[config.mk]
export PLATFORM = sky130hd
export DESIGN_NAME = rtcreg_top
export DESIGN_NICKNAME = d
export VERILOG_FILES = /design/src/shared/rtcreg_pkg.sv /design/src/core/rtcreg_sync.sv /design/src/core/rtcreg_calendar.sv /design/src/core/rtcreg_top.sv
export SDC_FILE = /design/constraint.sdc
export NUM_CORES = 1
export LEC_CHECK = 0
export BUFFER_PORTS_ARGS = -buffer_cell sky130_fd_sc_hd__buf_2
export CAP_MARGIN = 10
export CORE_ASPECT_RATIO = 0.6
export CORE_MARGIN = 2
export CORE_UTILIZATION = 40
export DETAILED_ROUTE_END_ITERATION = 10
export GPL_ROUTABILITY_DRIVEN = 0
export SLEW_MARGIN = 40
export SYNTH_ARGS = -nofsm -noshare
export SYNTH_HDL_FRONTEND = slang
export SYNTH_SLANG_ARGS = --single-unit
[constraint.sdc]
create_clock -name pclk -period 4.6 [get_ports pclk]
set_clock_uncertainty 0.1 [all_clocks]
set_input_delay 0.23 -clock pclk [delete_from_list [all_inputs] [get_ports pclk]]
set_output_delay 0.23 -clock pclk [all_outputs]
set_load 0.005 [all_outputs]
[src/shared/rtcreg_pkg.sv]
// Register map, field layout and mode codes of the RTC counter/calendar registers.
// Assumes a 32-bit APB slave; every register sits at byte address four times its index.
`default_nettype none

package rtcreg_pkg;

	// Register indices; byte address is index times four
	localparam logic [7:0] RTCREG_IDX_CTRL = 8'h00;
	localparam logic [7:0] RTCREG_IDX_FLAG = 8'h08;
	localparam logic [7:0] RTCREG_IDX_STATUS = 8'h0A;
	localparam logic [7:0] RTCREG_IDX_DEBUG = 8'h0B;
	localparam logic [7:0] RTCREG_IDX_TRIM = 8'h0C;
	localparam logic [7:0] RTCREG_IDX_COUNT = 8'h10;
	localparam logic [7:0] RTCREG_IDX_TOP = 8'h14;

	// Control register layout
	localparam int RTCREG_CTRL_SWRST_BIT = 0;
	localparam int RTCREG_CTRL_ENABLE_BIT = 1;
	localparam int RTCREG_CTRL_MODE_LSB = 2;
	localparam int RTCREG_CTRL_12H_BIT = 6;

	// Single-bit fields of status, flag, debug and trim registers, plus trim magnitude and short-count widths
	localparam int RTCREG_STATUS_BUSY_BIT = 7;
	localparam int RTCREG_FLAG_DONE_BIT = 6;
	localparam int RTCREG_DEBUG_RUN_BIT = 0;
	localparam int RTCREG_TRIM_SIGN_BIT = 7;
	localparam int RTCREG_TRIM_MAG_W = 7;
	localparam int RTCREG_SHORT_W = 16;

	// Calendar word layout
	localparam int RTCREG_YEAR_LSB = 26;
	localparam int RTCREG_MONTH_LSB = 22;
	localparam int RTCREG_DAY_LSB = 17;
	localparam int RTCREG_HOUR_LSB = 12;
	localparam int RTCREG_MIN_LSB = 6;
	localparam int RTCREG_SEC_LSB = 0;

	// Calendar limits
	localparam logic [5:0] RTCREG_SEC_MAX = 6'h3B;
	localparam logic [4:0] RTCREG_HOUR24_MAX = 5'h17;
	localparam logic [3:0] RTCREG_HOUR12_MAX = 4'hC;
	localparam logic [3:0] RTCREG_HOUR12_LAST = 4'hB;
	localparam logic [3:0] RTCREG_MONTH_FIRST = 4'h1;
	localparam logic [3:0] RTCREG_MONTH_FEB = 4'h2;
	localparam logic [3:0] RTCREG_MONTH_MAX = 4'hC;
	localparam logic [4:0] RTCREG_DAY_FIRST = 5'h01;

	// Reset values
	localparam logic [31:0] RTCREG_WORD_RST = 32'h0000_0000;
	localparam logic [7:0] RTCREG_BYTE_RST = 8'h00;
	localparam logic [15:0] RTCREG_SHORT_RST = 16'h0000;

	typedef enum logic [1:0] {
		RTCREG_MODE_COUNT32 = 2'b00,
		RTCREG_MODE_COUNT16 = 2'b01,
		RTCREG_MODE_CALENDAR = 2'b10,
		RTCREG_MODE_RESERVED = 2'b11
	} rtcreg_mode_t;

	typedef enum logic {
		RTCREG_SYNC_IDLE = 1'b0,
		RTCREG_SYNC_BUSY = 1'b1
	} rtcreg_sync_state_t;

endpackage : rtcreg_pkg

`default_nettype wire

[src/core/rtcreg_sync.sv]
// Tracks one register synchronisation from the bus side into the counter side.
// Assumes start is a one-cycle pulse from the register file; restarts extend the busy time.
`default_nettype none

module rtcreg_sync #(
	parameter int SYNC_CYCLES = 4
) (
	input wire logic pclk,
	input wire logic presetn,
	input wire logic start,
	input wire logic quiet,
	output logic busy,
	output logic apply,
	output logic done
);
	import rtcreg_pkg::*;

	localparam int CW = (SYNC_CYCLES > 1) ? $clog2(SYNC_CYCLES) : 1;
	localparam logic [CW-1:0] LAST = CW'(SYNC_CYCLES - 1);

	rtcreg_sync_state_t state_reg;
	logic [CW-1:0] cnt_reg;
	logic quiet_reg;

	initial begin
		if (SYNC_CYCLES < 1) $error("SYNC_CYCLES must be at least one");
	end

	// Busy window; a new start restarts the window so the last write is applied
	always_ff @(posedge pclk or negedge presetn) begin
		if (!presetn) begin
			state_reg <= RTCREG_SYNC_IDLE;
			cnt_reg <= '0;
		end else begin
			case (state_reg)
				RTCREG_SYNC_IDLE: begin
					if (start) begin
						state_reg <= RTCREG_SYNC_BUSY;
						cnt_reg <= LAST;
					end
				end
				RTCREG_SYNC_BUSY: begin
					if (start) begin
						cnt_reg <= LAST;
					end else if (cnt_reg == '0) begin
						state_reg <= RTCREG_SYNC_IDLE;
					end else begin
						cnt_reg <= cnt_reg - CW'(1);
					end
				end
				default: state_reg <= RTCREG_SYNC_IDLE;
			endcase
		end
	end

	// Enable or reset causes are remembered until the window closes
	always_ff @(posedge pclk or negedge presetn) begin
		if (!presetn) begin
			quiet_reg <= 1'b0;
		end else if (start) begin
			quiet_reg <= quiet | (quiet_reg & (state_reg == RTCREG_SYNC_BUSY));
		end
	end

	// Apply and done pulse on the falling edge of busy
	always_ff @(posedge pclk or negedge presetn) begin
		if (!presetn) begin
			apply <= 1'b0;
			done <= 1'b0;
		end else begin
			apply <= (state_reg == RTCREG_SYNC_BUSY) && !start && (cnt_reg == '0);
			done <= (state_reg == RTCREG_SYNC_BUSY) && !start && (cnt_reg == '0)
				&& !quiet_reg;
		end
	end

	assign busy = (state_reg == RTCREG_SYNC_BUSY);

endmodule : rtcreg_sync

`default_nettype wire

[src/core/rtcreg_calendar.sv]
// Next calendar word after one second, in 24-hour or 12-hour form.
// Purely combinational; assumes the incoming word holds legal field values.
`default_nettype none

module rtcreg_calendar (
	input wire logic [31:0] now,
	input wire logic twelve_hour_select,
	output logic [31:0] next
);
	import rtcreg_pkg::*;

	// Last day of a month; leap when the two low year bits are zero
	function automatic logic [4:0] last_day(input logic [3:0] month, input logic [5:0] year);
		logic [4:0] d;
		d = 5'h1F;
		if (month == RTCREG_MONTH_FEB) begin
			d = (year[1:0] == 2'b00) ? 5'h1D : 5'h1C;
		end else if (month == 4'h4 || month == 4'h6 || month == 4'h9 || month == 4'hB) begin
			d = 5'h1E;
		end
		return d;
	endfunction : last_day

	logic [5:0] year, minute, second;
	logic [3:0] month;
	logic [4:0] day, hour;
	logic day_roll;

	always_comb begin
		year = now[RTCREG_YEAR_LSB +: 6];
		month = now[RTCREG_MONTH_LSB +: 4];
		day = now[RTCREG_DAY_LSB +: 5];
		hour = now[RTCREG_HOUR_LSB +: 5];
		minute = now[RTCREG_MIN_LSB +: 6];
		second = now[RTCREG_SEC_LSB +: 6];
		day_roll = 1'b0;
		// Seconds and minutes each run 0 to 59
		if (second >= RTCREG_SEC_MAX) begin
			second = 6'h00;
			if (minute >= RTCREG_SEC_MAX) begin
				minute = 6'h00;
				if (twelve_hour_select) begin
					// 11 PM rolls to 12 AM of the next day; 11 AM to 12 PM
					if (hour[3:0] == RTCREG_HOUR12_LAST) begin
						hour = {~hour[4], RTCREG_HOUR12_MAX};
						day_roll = hour[4] == 1'b0;
					end else if (hour[3:0] >= RTCREG_HOUR12_MAX) begin
						hour = {hour[4], 4'h1};
					end else begin
						hour = {hour[4], hour[3:0] + 4'h1};
					end
				end else if (hour >= RTCREG_HOUR24_MAX) begin
					hour = 5'h00;
					day_roll = 1'b1;
				end else begin
					hour = hour + 5'h01;
				end
			end else begin
				minute = minute + 6'h01;
			end
		end else begin
			second = second + 6'h01;
		end
		// Day, month and year carries
		if (day_roll) begin
			if (day >= last_day(month, year)) begin
				day = RTCREG_DAY_FIRST;
				if (month >= RTCREG_MONTH_MAX) begin
					month = RTCREG_MONTH_FIRST;
					year = year + 6'h01;
				end else begin
					month = month + 4'h1;
				end
			end else begin
				day = day + 5'h01;
			end
		end
		next = {year, month, day, hour, minute, second};
	end

endmodule : rtcreg_calendar

`default_nettype wire

[src/core/rtcreg_top.sv]
// RTC counter, calendar, frequency trim and sync-busy registers behind an APB slave.
// Assumes a single pclk; the counter side is a prescaled tick inside the same clock.
//
// Behaviour
// - Busy bit seven sets when sync starts
// - Busy bit clears when sync finishes
// - Reserved bits read zero; software writes zero
// - Run-in-debug bit survives software reset
// - Run-in-debug zero halts counting in debug
// - Run-in-debug one keeps counting in debug
// - Trim bit seven: zero faster, one slower
// - Zero trim magnitude leaves prescaler unchanged
// - Trim magnitude shifts rate proportionally
// - 32-bit mode: full count at 0x10
// - 16-bit mode: 16-bit count at 0x10
// - 16-bit mode: top value at 0x14
// - Year bits 31:26, leap if low bits zero
// - Month bits 25:22 count 1 to 12
// - Day bits 21:17 roll per month length
// - 24-hour form counts hours 0 to 23
// - 12-hour form: 1-12 plus PM bit
// - Minutes and seconds count 0 to 59
// - Done flag on busy fall, unless enable/reset
//
// Design decision made here: the APB slave port.
`default_nettype none

module rtcreg_top #(
	parameter int ADDR_W = 12,
	parameter int PRESCALE = 32,
	parameter int SYNC_CYCLES = 4
) (
	input wire logic pclk,
	input wire logic presetn,
	input wire logic psel,
	input wire logic penable,
	input wire logic pwrite,
	input wire logic [ADDR_W-1:0] paddr,
	input wire logic [31:0] pwdata,
	output logic [31:0] prdata,
	output logic pready,
	output logic pslverr,
	input wire logic debug_halt,
	output logic sync_in_progress,
	output logic sync_done_flag
);
	import rtcreg_pkg::*;

	localparam int PW = $clog2(PRESCALE + 2);
	localparam logic [PW-1:0] PRESC_LAST = PW'(PRESCALE - 1);

	initial begin
		if (ADDR_W < 7) $error("ADDR_W too small for the register map");
		if (PRESCALE < 4) $error("PRESCALE must be at least four");
	end

	// Address match for a register index, word aligned
	function automatic logic hit(input logic [ADDR_W-1:0] addr, input logic [7:0] idx);
		return addr == ADDR_W'({idx, 2'b00});
	endfunction : hit

	// Applied (counter side) state
	logic enable_reg;
	rtcreg_mode_t mode_reg;
	logic twelve_hour_select;
	logic [7:0] rate_trim;
	logic [31:0] count_reg;
	logic [15:0] counter_top;
	logic run_in_debug;
	logic flag_reg;

	// Values written by software, waiting for the sync window to close
	logic [31:0] pend_data_reg [4];
	logic [3:0] pend_mask_reg;
	localparam int P_CTRL = 0;
	localparam int P_TRIM = 1;
	localparam int P_COUNT = 2;
	localparam int P_TOP = 3;

	// Prescaler and correction state
	logic [PW-1:0] presc_reg;
	logic [RTCREG_TRIM_MAG_W-1:0] phase_reg;
	logic tick;
	logic running;
	logic [PW-1:0] presc_limit;

	// Bus-side decode
	logic wr_access, setup;
	logic [3:0] wr_hit;
	logic sync_start, sync_quiet, sync_apply, sync_done;
	logic swrst_apply;
	logic [31:0] cal_next;
	logic [31:0] rd_data;
	logic rd_err;
	logic ctrl_enable_new;

	assign setup = psel && !penable;
	assign wr_access = psel && penable && pready && pwrite;

	// Which synchronised registers this write touches
	always_comb begin
		wr_hit = 4'h0;
		if (hit(paddr, RTCREG_IDX_CTRL)) begin
			wr_hit[P_CTRL] = 1'b1;
		end else if (hit(paddr, RTCREG_IDX_TRIM)) begin
			wr_hit[P_TRIM] = 1'b1;
		end else if (hit(paddr, RTCREG_IDX_COUNT)) begin
			wr_hit[P_COUNT] = 1'b1;
		end else if (hit(paddr, RTCREG_IDX_TOP)) begin
			wr_hit[P_TOP] = 1'b1;
		end
	end

	// Enable changes and software reset do not raise the done flag
	assign ctrl_enable_new = pwdata[RTCREG_CTRL_ENABLE_BIT];
	assign sync_start = wr_access && (wr_hit != 4'h0);
	assign sync_quiet = wr_hit[P_CTRL] && (pwdata[RTCREG_CTRL_SWRST_BIT]
		|| (ctrl_enable_new != enable_reg));

	rtcreg_sync #(
		.SYNC_CYCLES(SYNC_CYCLES)
	) u_sync (
		.pclk(pclk),
		.presetn(presetn),
		.start(sync_start),
		.quiet(sync_quiet),
		.busy(sync_in_progress),
		.apply(sync_apply),
		.done(sync_done)
	);

	rtcreg_calendar u_calendar (
		.now(count_reg),
		.twelve_hour_select(twelve_hour_select),
		.next(cal_next)
	);

	// Pending write values; each write overrides the earlier one of its register
	generate
		for (genvar i = 0; i < 4; i++) begin : g_pend
			always_ff @(posedge pclk or negedge presetn) begin
				if (!presetn) begin
					pend_data_reg[i] <= RTCREG_WORD_RST;
					pend_mask_reg[i] <= 1'b0;
				end else if (wr_access && wr_hit[i]) begin
					pend_data_reg[i] <= pwdata;
					pend_mask_reg[i] <= 1'b1;
				end else if (sync_apply) begin
					pend_mask_reg[i] <= 1'b0;
				end
			end
		end
	endgenerate

	assign swrst_apply = sync_apply && pend_mask_reg[P_CTRL]
		&& pend_data_reg[P_CTRL][RTCREG_CTRL_SWRST_BIT];

	// Control fields land when the window closes; reset returns them to zero
	always_ff @(posedge pclk or negedge presetn) begin
		if (!presetn) begin
			enable_reg <= 1'b0;
			mode_reg <= RTCREG_MODE_COUNT32;
			twelve_hour_select <= 1'b0;
		end else if (swrst_apply) begin
			enable_reg <= 1'b0;
			mode_reg <= RTCREG_MODE_COUNT32;
			twelve_hour_select <= 1'b0;
		end else if (sync_apply && pend_mask_reg[P_CTRL]) begin
			enable_reg <= pend_data_reg[P_CTRL][RTCREG_CTRL_ENABLE_BIT];
			mode_reg <= rtcreg_mode_t'(pend_data_reg[P_CTRL][RTCREG_CTRL_MODE_LSB +: 2]);
			twelve_hour_select <= pend_data_reg[P_CTRL][RTCREG_CTRL_12H_BIT];
		end
	end

	// Debug control is not synchronised and ignores software reset
	always_ff @(posedge pclk or negedge presetn) begin
		if (!presetn) begin
			run_in_debug <= 1'b0;
		end else if (wr_access && hit(paddr, RTCREG_IDX_DEBUG)) begin
			run_in_debug <= pwdata[RTCREG_DEBUG_RUN_BIT];
		end
	end

	// Frequency trim and period register
	always_ff @(posedge pclk or negedge presetn) begin
		if (!presetn) begin
			rate_trim <= RTCREG_BYTE_RST;
			counter_top <= RTCREG_SHORT_RST;
		end else if (swrst_apply) begin
			rate_trim <= RTCREG_BYTE_RST;
			counter_top <= RTCREG_SHORT_RST;
		end else if (sync_apply) begin
			if (pend_mask_reg[P_TRIM]) rate_trim <= pend_data_reg[P_TRIM][7:0];
			if (pend_mask_reg[P_TOP]) counter_top <= pend_data_reg[P_TOP][15:0];
		end
	end

	// Counting stops while halted in debug unless run-in-debug is set
	assign running = enable_reg && (mode_reg != RTCREG_MODE_RESERVED)
		&& !(debug_halt && !run_in_debug);

	// Corrected ticks are the first trim-magnitude ticks of each window of 128 ticks
	always_comb begin
		presc_limit = PRESC_LAST;
		if (rate_trim[RTCREG_TRIM_MAG_W-1:0] != '0
				&& phase_reg < rate_trim[RTCREG_TRIM_MAG_W-1:0]) begin
			if (rate_trim[RTCREG_TRIM_SIGN_BIT]) begin
				presc_limit = PRESC_LAST + PW'(1);
			end else begin
				presc_limit = PRESC_LAST - PW'(1);
			end
		end
	end

	assign tick = running && (presc_reg >= presc_limit);

	// Prescaler and correction phase
	always_ff @(posedge pclk or negedge presetn) begin
		if (!presetn) begin
			presc_reg <= '0;
			phase_reg <= '0;
		end else if (swrst_apply || (sync_apply && pend_mask_reg[P_COUNT])) begin
			presc_reg <= '0;
			phase_reg <= '0;
		end else if (tick) begin
			presc_reg <= '0;
			phase_reg <= phase_reg + RTCREG_TRIM_MAG_W'(1);
		end else if (running) begin
			presc_reg <= presc_reg + PW'(1);
		end
	end

	// Counter in its three forms
	always_ff @(posedge pclk or negedge presetn) begin
		if (!presetn) begin
			count_reg <= RTCREG_WORD_RST;
		end else if (swrst_apply) begin
			count_reg <= RTCREG_WORD_RST;
		end else if (sync_apply && pend_mask_reg[P_COUNT]) begin
			if (mode_reg == RTCREG_MODE_COUNT16) begin
				count_reg <= {16'h0000, pend_data_reg[P_COUNT][15:0]};
			end else begin
				count_reg <= pend_data_reg[P_COUNT];
			end
		end else if (tick) begin
			case (mode_reg)
				RTCREG_MODE_COUNT32: count_reg <= count_reg + 32'h0000_0001;
				RTCREG_MODE_COUNT16: begin
					if (count_reg[15:0] >= counter_top) begin
						count_reg <= RTCREG_WORD_RST;
					end else begin
						count_reg <= {16'h0000, count_reg[15:0] + 16'h0001};
					end
				end
				RTCREG_MODE_CALENDAR: count_reg <= cal_next;
				default: count_reg <= count_reg;
			endcase
		end
	end

	// Done flag; a new done event wins over a same-cycle clear
	always_ff @(posedge pclk or negedge presetn) begin
		if (!presetn) begin
			flag_reg <= 1'b0;
		end else if (sync_done) begin
			flag_reg <= 1'b1;
		end else if (swrst_apply) begin
			flag_reg <= 1'b0;
		end else if (wr_access && hit(paddr, RTCREG_IDX_FLAG)
				&& pwdata[RTCREG_FLAG_DONE_BIT]) begin
			flag_reg <= 1'b0;
		end
	end

	assign sync_done_flag = flag_reg;

	// Read mux; unused bits read zero
	always_comb begin
		rd_data = RTCREG_WORD_RST;
		rd_err = 1'b0;
		if (hit(paddr, RTCREG_IDX_CTRL)) begin
			rd_data[RTCREG_CTRL_ENABLE_BIT] = enable_reg;
			rd_data[RTCREG_CTRL_MODE_LSB +: 2] = mode_reg;
			rd_data[RTCREG_CTRL_12H_BIT] = twelve_hour_select;
		end else if (hit(paddr, RTCREG_IDX_FLAG)) begin
			rd_data[RTCREG_FLAG_DONE_BIT] = flag_reg;
		end else if (hit(paddr, RTCREG_IDX_STATUS)) begin
			rd_data[RTCREG_STATUS_BUSY_BIT] = sync_in_progress;
		end else if (hit(paddr, RTCREG_IDX_DEBUG)) begin
			rd_data[RTCREG_DEBUG_RUN_BIT] = run_in_debug;
		end else if (hit(paddr, RTCREG_IDX_TRIM)) begin
			rd_data[7:0] = rate_trim;
		end else if (hit(paddr, RTCREG_IDX_COUNT)) begin
			if (mode_reg == RTCREG_MODE_COUNT16) begin
				rd_data[RTCREG_SHORT_W-1:0] = count_reg[15:0];
			end else begin
				rd_data = count_reg;
			end
		end else if (hit(paddr, RTCREG_IDX_TOP)) begin
			rd_data[RTCREG_SHORT_W-1:0] = counter_top;
		end else begin
			rd_err = 1'b1;
		end
	end

	// One-wait-free answer: data is captured in setup so every output is a flop
	always_ff @(posedge pclk or negedge presetn) begin
		if (!presetn) begin
			pready <= 1'b0;
			prdata <= RTCREG_WORD_RST;
			pslverr <= 1'b0;
		end else begin
			pready <= setup;
			if (setup) begin
				prdata <= pwrite ? RTCREG_WORD_RST : rd_data;
				pslverr <= rd_err;
			end else begin
				prdata <= RTCREG_WORD_RST;
				pslverr <= 1'b0;
			end
		end
	end

endmodule : rtcreg_top

`default_nettype wire

### After elaboration in Yosys (flattened, before gate mapping)

Cells that the tools add are included.

| storage, ports and cells | value |
|---|---|
| output and inout port bits | 36 |
| bits in registers | 182 |
| input bits | 50 |

| cells by class | value |
|---|---|
| magnitude comparators | 9 |
| $add $sub $neg | 12 |
| mux-type cells | 112 |
| reductions and logical operators | 63 |
| bitwise operators | 4 |
| eq/ne operators | 24 |

Operators with widths:

| cell | number |
|---|---|
| 2-to-1 mux 16 bit | 13 |
| 2-to-1 mux 32 bit | 6 |
| one-hot mux 32 bit (3 select lines) | 1 |
| 2-to-1 mux 6 bit | 12 |
| 2-to-1 mux 8 bit | 8 |
| 2-to-1 mux 25 bit | 2 |
| equality test 12 x 6 -> 1 bit (second input constant) | 4 |
| 2-to-1 mux 24 bit | 2 |
| 2-to-1 mux 5 bit | 9 |
| 2-to-1 mux 1 bit | 40 |
| adder 32 x 1 -> 32 bit (second input constant) | 1 |
| 2-to-1 mux 31 bit | 1 |
| adder 6 x 1 -> 6 bit (second input constant) | 4 |
| equality test 12 x 7 -> 1 bit (second input constant) | 2 |
| logical AND 1 bit | 24 |
| 2-to-1 mux 7 bit | 3 |
| inequality test 4 x 3 -> 1 bit (second input constant) | 5 |
| nonzero test 2 bit | 9 |
| adder 16 x 1 -> 16 bit (second input constant) | 1 |
| greater-or-equal comparator 16 bit | 1 |
| 2-to-1 mux 4 bit | 4 |
| 2-to-1 mux 2 bit | 7 |
| equality test 4 bit (second input constant) | 3 |
| greater-or-equal comparator 6 bit (second input constant) | 2 |
| 36 further kinds | 60 |

### Depth between registers and ports, before layout

| logic depth | value |
|---|---|
| word-level depth | 19 |
| gate-level depth with buffers | 15 |

### Cells and area by module

From an unflattened synthesis, not the netlist that was laid out.

| second synthesis, totals | value |
|---|---|
| cell total of the unflattened synthesis | 1,112 |
| area total of the unflattened synthesis | 10,443.8 µm² |

Modules (own cells, without submodules):

| module | instances | area an instance (µm²) | cells each |
|---|---|---|---|
| rtcreg_top | 1 | 9,143.8 | 935 |
| rtcreg_calendar | 1 | 1,031.0 | 154 |
| rtcreg_sync | 1 | 269.0 | 23 |

### Worst setup path before layout

OpenSTA, ideal clock, no wires.

| timing path | value |
|---|---|
| path type | reg-to-reg |
| from | register rate_trim[5] |
| to | register count_reg[6] |
| path slack | 1.253 ns |
| arrival time | 3.165 ns |
| setup time | 0.083 ns |
| path buffers | 0 |
| period minus slack after synthesis | 3.347 ns |
| cell stages (with the launch flop) | 15 |
| cell sequence | dfrtp_1 inv_1 ha_1 and3_1 o21ai_0 o211a_1 inv_1 ha_1 nand2b_1 a21oi_1 a21boi_0 a31oi_1 a22o_1 or4_1 o21ai_0 |

| on the way | value |
|---|---|
| word-level cells in the longest chain between the ends | 7 |
| elaborated cells on any way between the ends | 8 |

Ends and longest elaborated chain:

| element | line | source |
|---|---|---|
| start: declaration | rtcreg_top.sv:66 | `logic [7:0] rate_trim;` |
| start signal: assignment | rtcreg_top.sv:193 | `if (pend_mask_reg[P_TRIM]) rate_trim <= pend_data_reg[P_TRIM][7:0];` |
| less-than comparator 7 bit / nonzero test 7 bit (equally long branches) | rtcreg_top.sv:206, rtcreg_top.sv:205 |  |
| logical AND 1 bit (*) | rtcreg_top.sv:206 | `&& phase_reg < rate_trim[RTCREG_TRIM_MAG_W-1:0]) begin` |
| 2-to-1 mux 6 bit (*) | rtcreg_top.sv:205 | `if (rate_trim[RTCREG_TRIM_MAG_W-1:0] != '0` |
| greater-or-equal comparator 6 bit (*) | rtcreg_top.sv:215 | `assign tick = running && (presc_reg >= presc_limit);` |
| logical AND 1 bit (*) | rtcreg_top.sv:215 |  |
| nonzero test 3 bit (no source line) (*) | n/a |  |
| AND reduction 3 bit (no source line) (*) | n/a |  |
| end signal: assignment | rtcreg_top.sv:241 | `count_reg <= {16'h0000, pend_data_reg[P_COUNT][15:0]};` |
| end signal: assignment | rtcreg_top.sv:243 | `count_reg <= pend_data_reg[P_COUNT];` |
| end signal: assignment | rtcreg_top.sv:247 | `RTCREG_MODE_COUNT32: count_reg <= count_reg + 32'h0000_0001;` |
| end: declaration | rtcreg_top.sv:67 | `logic [31:0] count_reg;` |

Every way passes the cells marked *; elsewhere a longest branch is shown, timed or not.
A chain may end at the register's enable or synchronous reset.

### Final worst setup path

| timing path | value |
|---|---|
| from | register rate_trim[5] |
| to | register count_reg[31] |

| on the way | value |
|---|---|
| word-level cells in the longest chain between the ends | 7 |
| elaborated cells on any way between the ends | 8 |

Ends and longest elaborated chain:

| element | line |
|---|---|
| less-than comparator 7 bit / nonzero test 7 bit (equally long branches) | rtcreg_top.sv:206, rtcreg_top.sv:205 |
| logical AND 1 bit (*) | rtcreg_top.sv:206 |
| 2-to-1 mux 6 bit (*) | rtcreg_top.sv:205 |
| greater-or-equal comparator 6 bit (*) | rtcreg_top.sv:215 |
| logical AND 1 bit (*) | rtcreg_top.sv:215 |
| nonzero test 3 bit (no source line) (*) | n/a |
| AND reduction 5 bit (no source line) (*) | n/a |

Marked as above.

==> flow_summary_export.csv <==
group,metric,value,unit
timing,timing.final.ws_setup,0.494,ns
cells_and_area,seq_area,4500,sq um
grt,grt_usage,0.226,
worst_setup_path,crit_type,"flip-flop to flip-flop",
grt,overflow,0,
timing,timing.hold.ws,0.0241,ns
synthesis,synth_area,9770,sq um
timing,rsz0062_at_grt,"no",
floorplan,die_area,25700,sq um
timing,finalCriticalPeriod,4.11,ns
floorplan,core,24100,sq um
synthesis,ys_seq_elements,180,
synthesis,syn_avg_cell_area,9.60,sq um
clock_network,cts_setup_buffers,0,
worst_setup_path,crit_chain,"inv_1, ha_1, and3_1, o21ai_0, o211a_1, inv_1, ha_1, nand2b_1, a21oi_1, a21boi_0, nand4_1, a21oi_1, o311ai_0, o2bb2ai_1",
synthesis,synth-main-ff-cell,"dfrtp_1",
drt,drt_iter0_drc,800,
worst_hold_path,hp-start,"pwdata[1]",
cells_and_area,nFillCells,2273,
grt,antenna_found_initial,0,
worst_setup_path,cp_data_required_time,4.83,ns
synthesis,ys_warn_count,0,
worst_setup_path,r2r_setup_slack,0.49,ns
cells_and_area,utilization,0.474,
worst_setup_path,worstPathMaxFanout,9,
synthesis,synth-edff-count,0,
clock_network,cts-htree-levels,4,
floorplan,initial_core_util,0.406,
cells_and_area,syn2layout_area_growth,16.8,%
drt,drt-total-wl,27600,um
worst_setup_path,crit_buf_inv,2,
grt,grt_pass1_vias,7793,
placement,io_buffer_count,85,
clock_network,cts_root_buf,"clkbuf_16",
worst_setup_path,reg2reg_to,"count_reg[31]",
grt,grt_start_max_net_pins,107,
drt,drc,0,
clock_network,clk_pin_slew,0.07,ns
worst_setup_path,crit_cells,14,
synthesis,seq_area_frac_synth,0.461,
worst_setup_path,cp_slowest_cell,"a21oi_1",
drt,vias_per_cell,5.61,
timing,tns,0,ns
drt,vias,8111,
timing,period_share,0.893,
placement,hpwlAfterDp,19700,um
floorplan,die-height,125,um
power,powerDensity,276,nW/um^2
cells_and_area,largest_register_ffs,61,
timing,fmax,244,MHz
worst_hold_path,hold_end,"pend_data_reg[65]",
clock_network,clk_latency,0.45,ns
clock_network,cts.path.max_buffers,2,
floorplan,die_width,206,um
job,drv_cap,0,
worst_setup_path,worst_ep_arrival_time,4.33,ns
timing,slew_violations,0,
grt,grt_pass1_wl,44700,um
floorplan,fp-row-count,44,
worst_setup_path,slowest_delay,0.67,ns
cells_and_area,drive_gt1_frac,0.184,
worst_hold_path,whs_path_depth,2,
clock_network,cts_resized,0,
timing,max-slew-margin-rel,0.454,
synthesis,synth_nets,1111,
drt,wl_per_cell,19.1,um
worst_setup_path,end_kind,"flip-flop",
synthesis,postSynthCellCount,1017,
timing,setup_viol,0,
cells_and_area,antennaDiodeCount,0,
clock_network,cts_buffers,17,
synthesis,async_flop_share,1.00,
synthesis,synth.distinct_cells,70,
worst_setup_path,r2r_start,"rate_trim[5]",
worst_hold_path,hp-class,"input port to flip-flop",
drt,drtPass1Iterations,7,
power,ir_worst_vdd,249,uV
worst_setup_path,startpoint_type,"flip-flop",
timing,hold_viol,0,
placement,dp_slack,0.601,ns
clock_network,tritoncts,"yes",
power,fin_total_pwr,0.00315,W
outcome,outcome,"finished clean",
drt,postRouteAntennaNets,0,
worst_setup_path,r2r_cells,14,
floorplan,io_pins,86,
timing,worst_pin_slew,0.819,ns
clock_network,clock-sinks,180,
cells_and_area,fin_nets,1206,
power,power.leakage,5.29,nW
worst_setup_path,crit_family,"compound AO/OA/AOI/OAI gates",
cells_and_area,multi_input_area,4880,sq um
area by class of cell:
class,count,area share
multi-input combinational,730,0.428
sequential,180,0.395
timing repair buffer,127,0.0732
clock buffer,21,0.0395
tap,322,0.0353
inverter,56,0.0184
clock inverter,11,0.0112
cell usage after synthesis, types with 4 or more instances:
library cell	n	share of area
mux2_2	66	0.076
nor2b_1	12	0.0077
or2_2	4	0.0026
or4_1	4	0.0031
nor4_1	6	0.0038
nor2_1	56	0.022
a21boi_0	4	0.0031
nand2_1	109	0.042
nand4_1	12	0.0077
a32oi_1	5	0.0045
or3_1	9	0.0058
and3_1	12	0.0077
o31ai_1	11	0.0085
o21ai_0	57	0.029
a31oi_1	14	0.0090
clkbuf_1	45	0.017
mux2i_1	12	0.012
a21o_1	9	0.0069
a211oi_1	12	0.0092
inv_1	56	0.022
and2_1	25	0.016
ha_1	44	0.056
a21oi_1	78	0.040
xnor2_1	9	0.0081
xor2_1	6	0.0054
dfrtp_1	180	0.46
o211ai_1	9	0.0069
nand3_1	37	0.019
nor3_1	21	0.011
nand2b_1	14	0.0090
nor3b_1	6	0.0046
a22o_1	6	0.0054
a222oi_1	5	0.0051
repair_timing:
item | in CTS | in global routing
endpoints found under the hold margin | 145 | 0
hold buffers | 30 | 0
endpoints found under the setup margin | 0 | 0
layer usage:
layer,GRT usage,part of all wire
met4,0.0482,0.0081
met2,0.289,0.39
met3,0.0521,0.070
met1,0.375,0.54
met5,0,0
logic make-up after synthesis:
family	after synthesis	synth area share
buffers and inverters	107	0.0415
DFF	180	0.461
xor gates and xnor gates	15	0.0134
AOI/OAI and AO/OA	252	0.165
and+or+nand+nor	341	0.174
adders and majority gates	44	0.0564
muxes	78	0.0884
how the worst max path moves through the flow:
stage / startpoint / endpoint / slack [ns]
after global routing: rate_trim[5] / count_reg[16] / 0.09
after detailed placement: rate_trim[5] / count_reg[31] / 0.60
after global placement: rate_trim[5] / count_reg[31] / 0.70
after floorplan: rate_trim[5] / count_reg[6] / 1.25
after CTS: rate_trim[5] / count_reg[31] / 0.54
final: rate_trim[5] / count_reg[31] / 0.49
worst register-to-register path, stage by stage (launching register included):
cell,delay [ns]
dfrtp_1,0.39
inv_1,0.06
ha_1,0.32
and3_1,0.18
o21ai_0,0.19
o211a_1,0.27
inv_1,0.07
ha_1,0.26
nand2b_1,0.09
a21oi_1,0.08
a21boi_0,0.44
nand4_1,0.43
a21oi_1,0.67
o311ai_0,0.26
o2bb2ai_1,0.18
power by group:
part | switching (W) | internal, W
combinational | 0.0000618 | 0.0000413
sequential | 0.000000971 | 0.00158
clock | 0.000647 | 0.000817
total | 0.000709 | 0.00244
placed cells by master (no fill, tap or decap), types with 5 or more instances in the layout:
cell,netlist,routed
a211oi_1,12,12
a21o_1,9,9
a21oi_1,78,78
a222oi_1,5,5
a22o_1,6,6
a31oi_1,14,14
a32oi_1,5,5
and2_1,25,25
and3_1,12,12
buf_2,3,84
buf_4,0,12
clkbuf_16,0,18
dfrtp_1,180,180
dlygate4sd3_1,0,30
ha_1,44,44
inv_1,56,56
mux2_2,66,66
mux2i_1,12,12
nand2_1,109,109
nand2b_1,14,14
nand3_1,37,36
nand4_1,12,12
nor2_1,56,56
nor2b_1,12,12
nor3_1,21,21
nor3b_1,6,6
o211ai_1,9,9
o21ai_0,57,57
o31ai_1,11,11
or3_1,9,9
xnor2_1,9,9
xor2_1,6,6
per-stage QoR:
step	cells	area (sq um)
2_1_floorplan	1017	9770
4_1_cts	1447	11400
3_3_place_gp	1385	10500
3_5_place_dp	1385	10500
6_report	1447	11400
5_1_grt	1447	11400
Power figures use the tool's default switching activity.
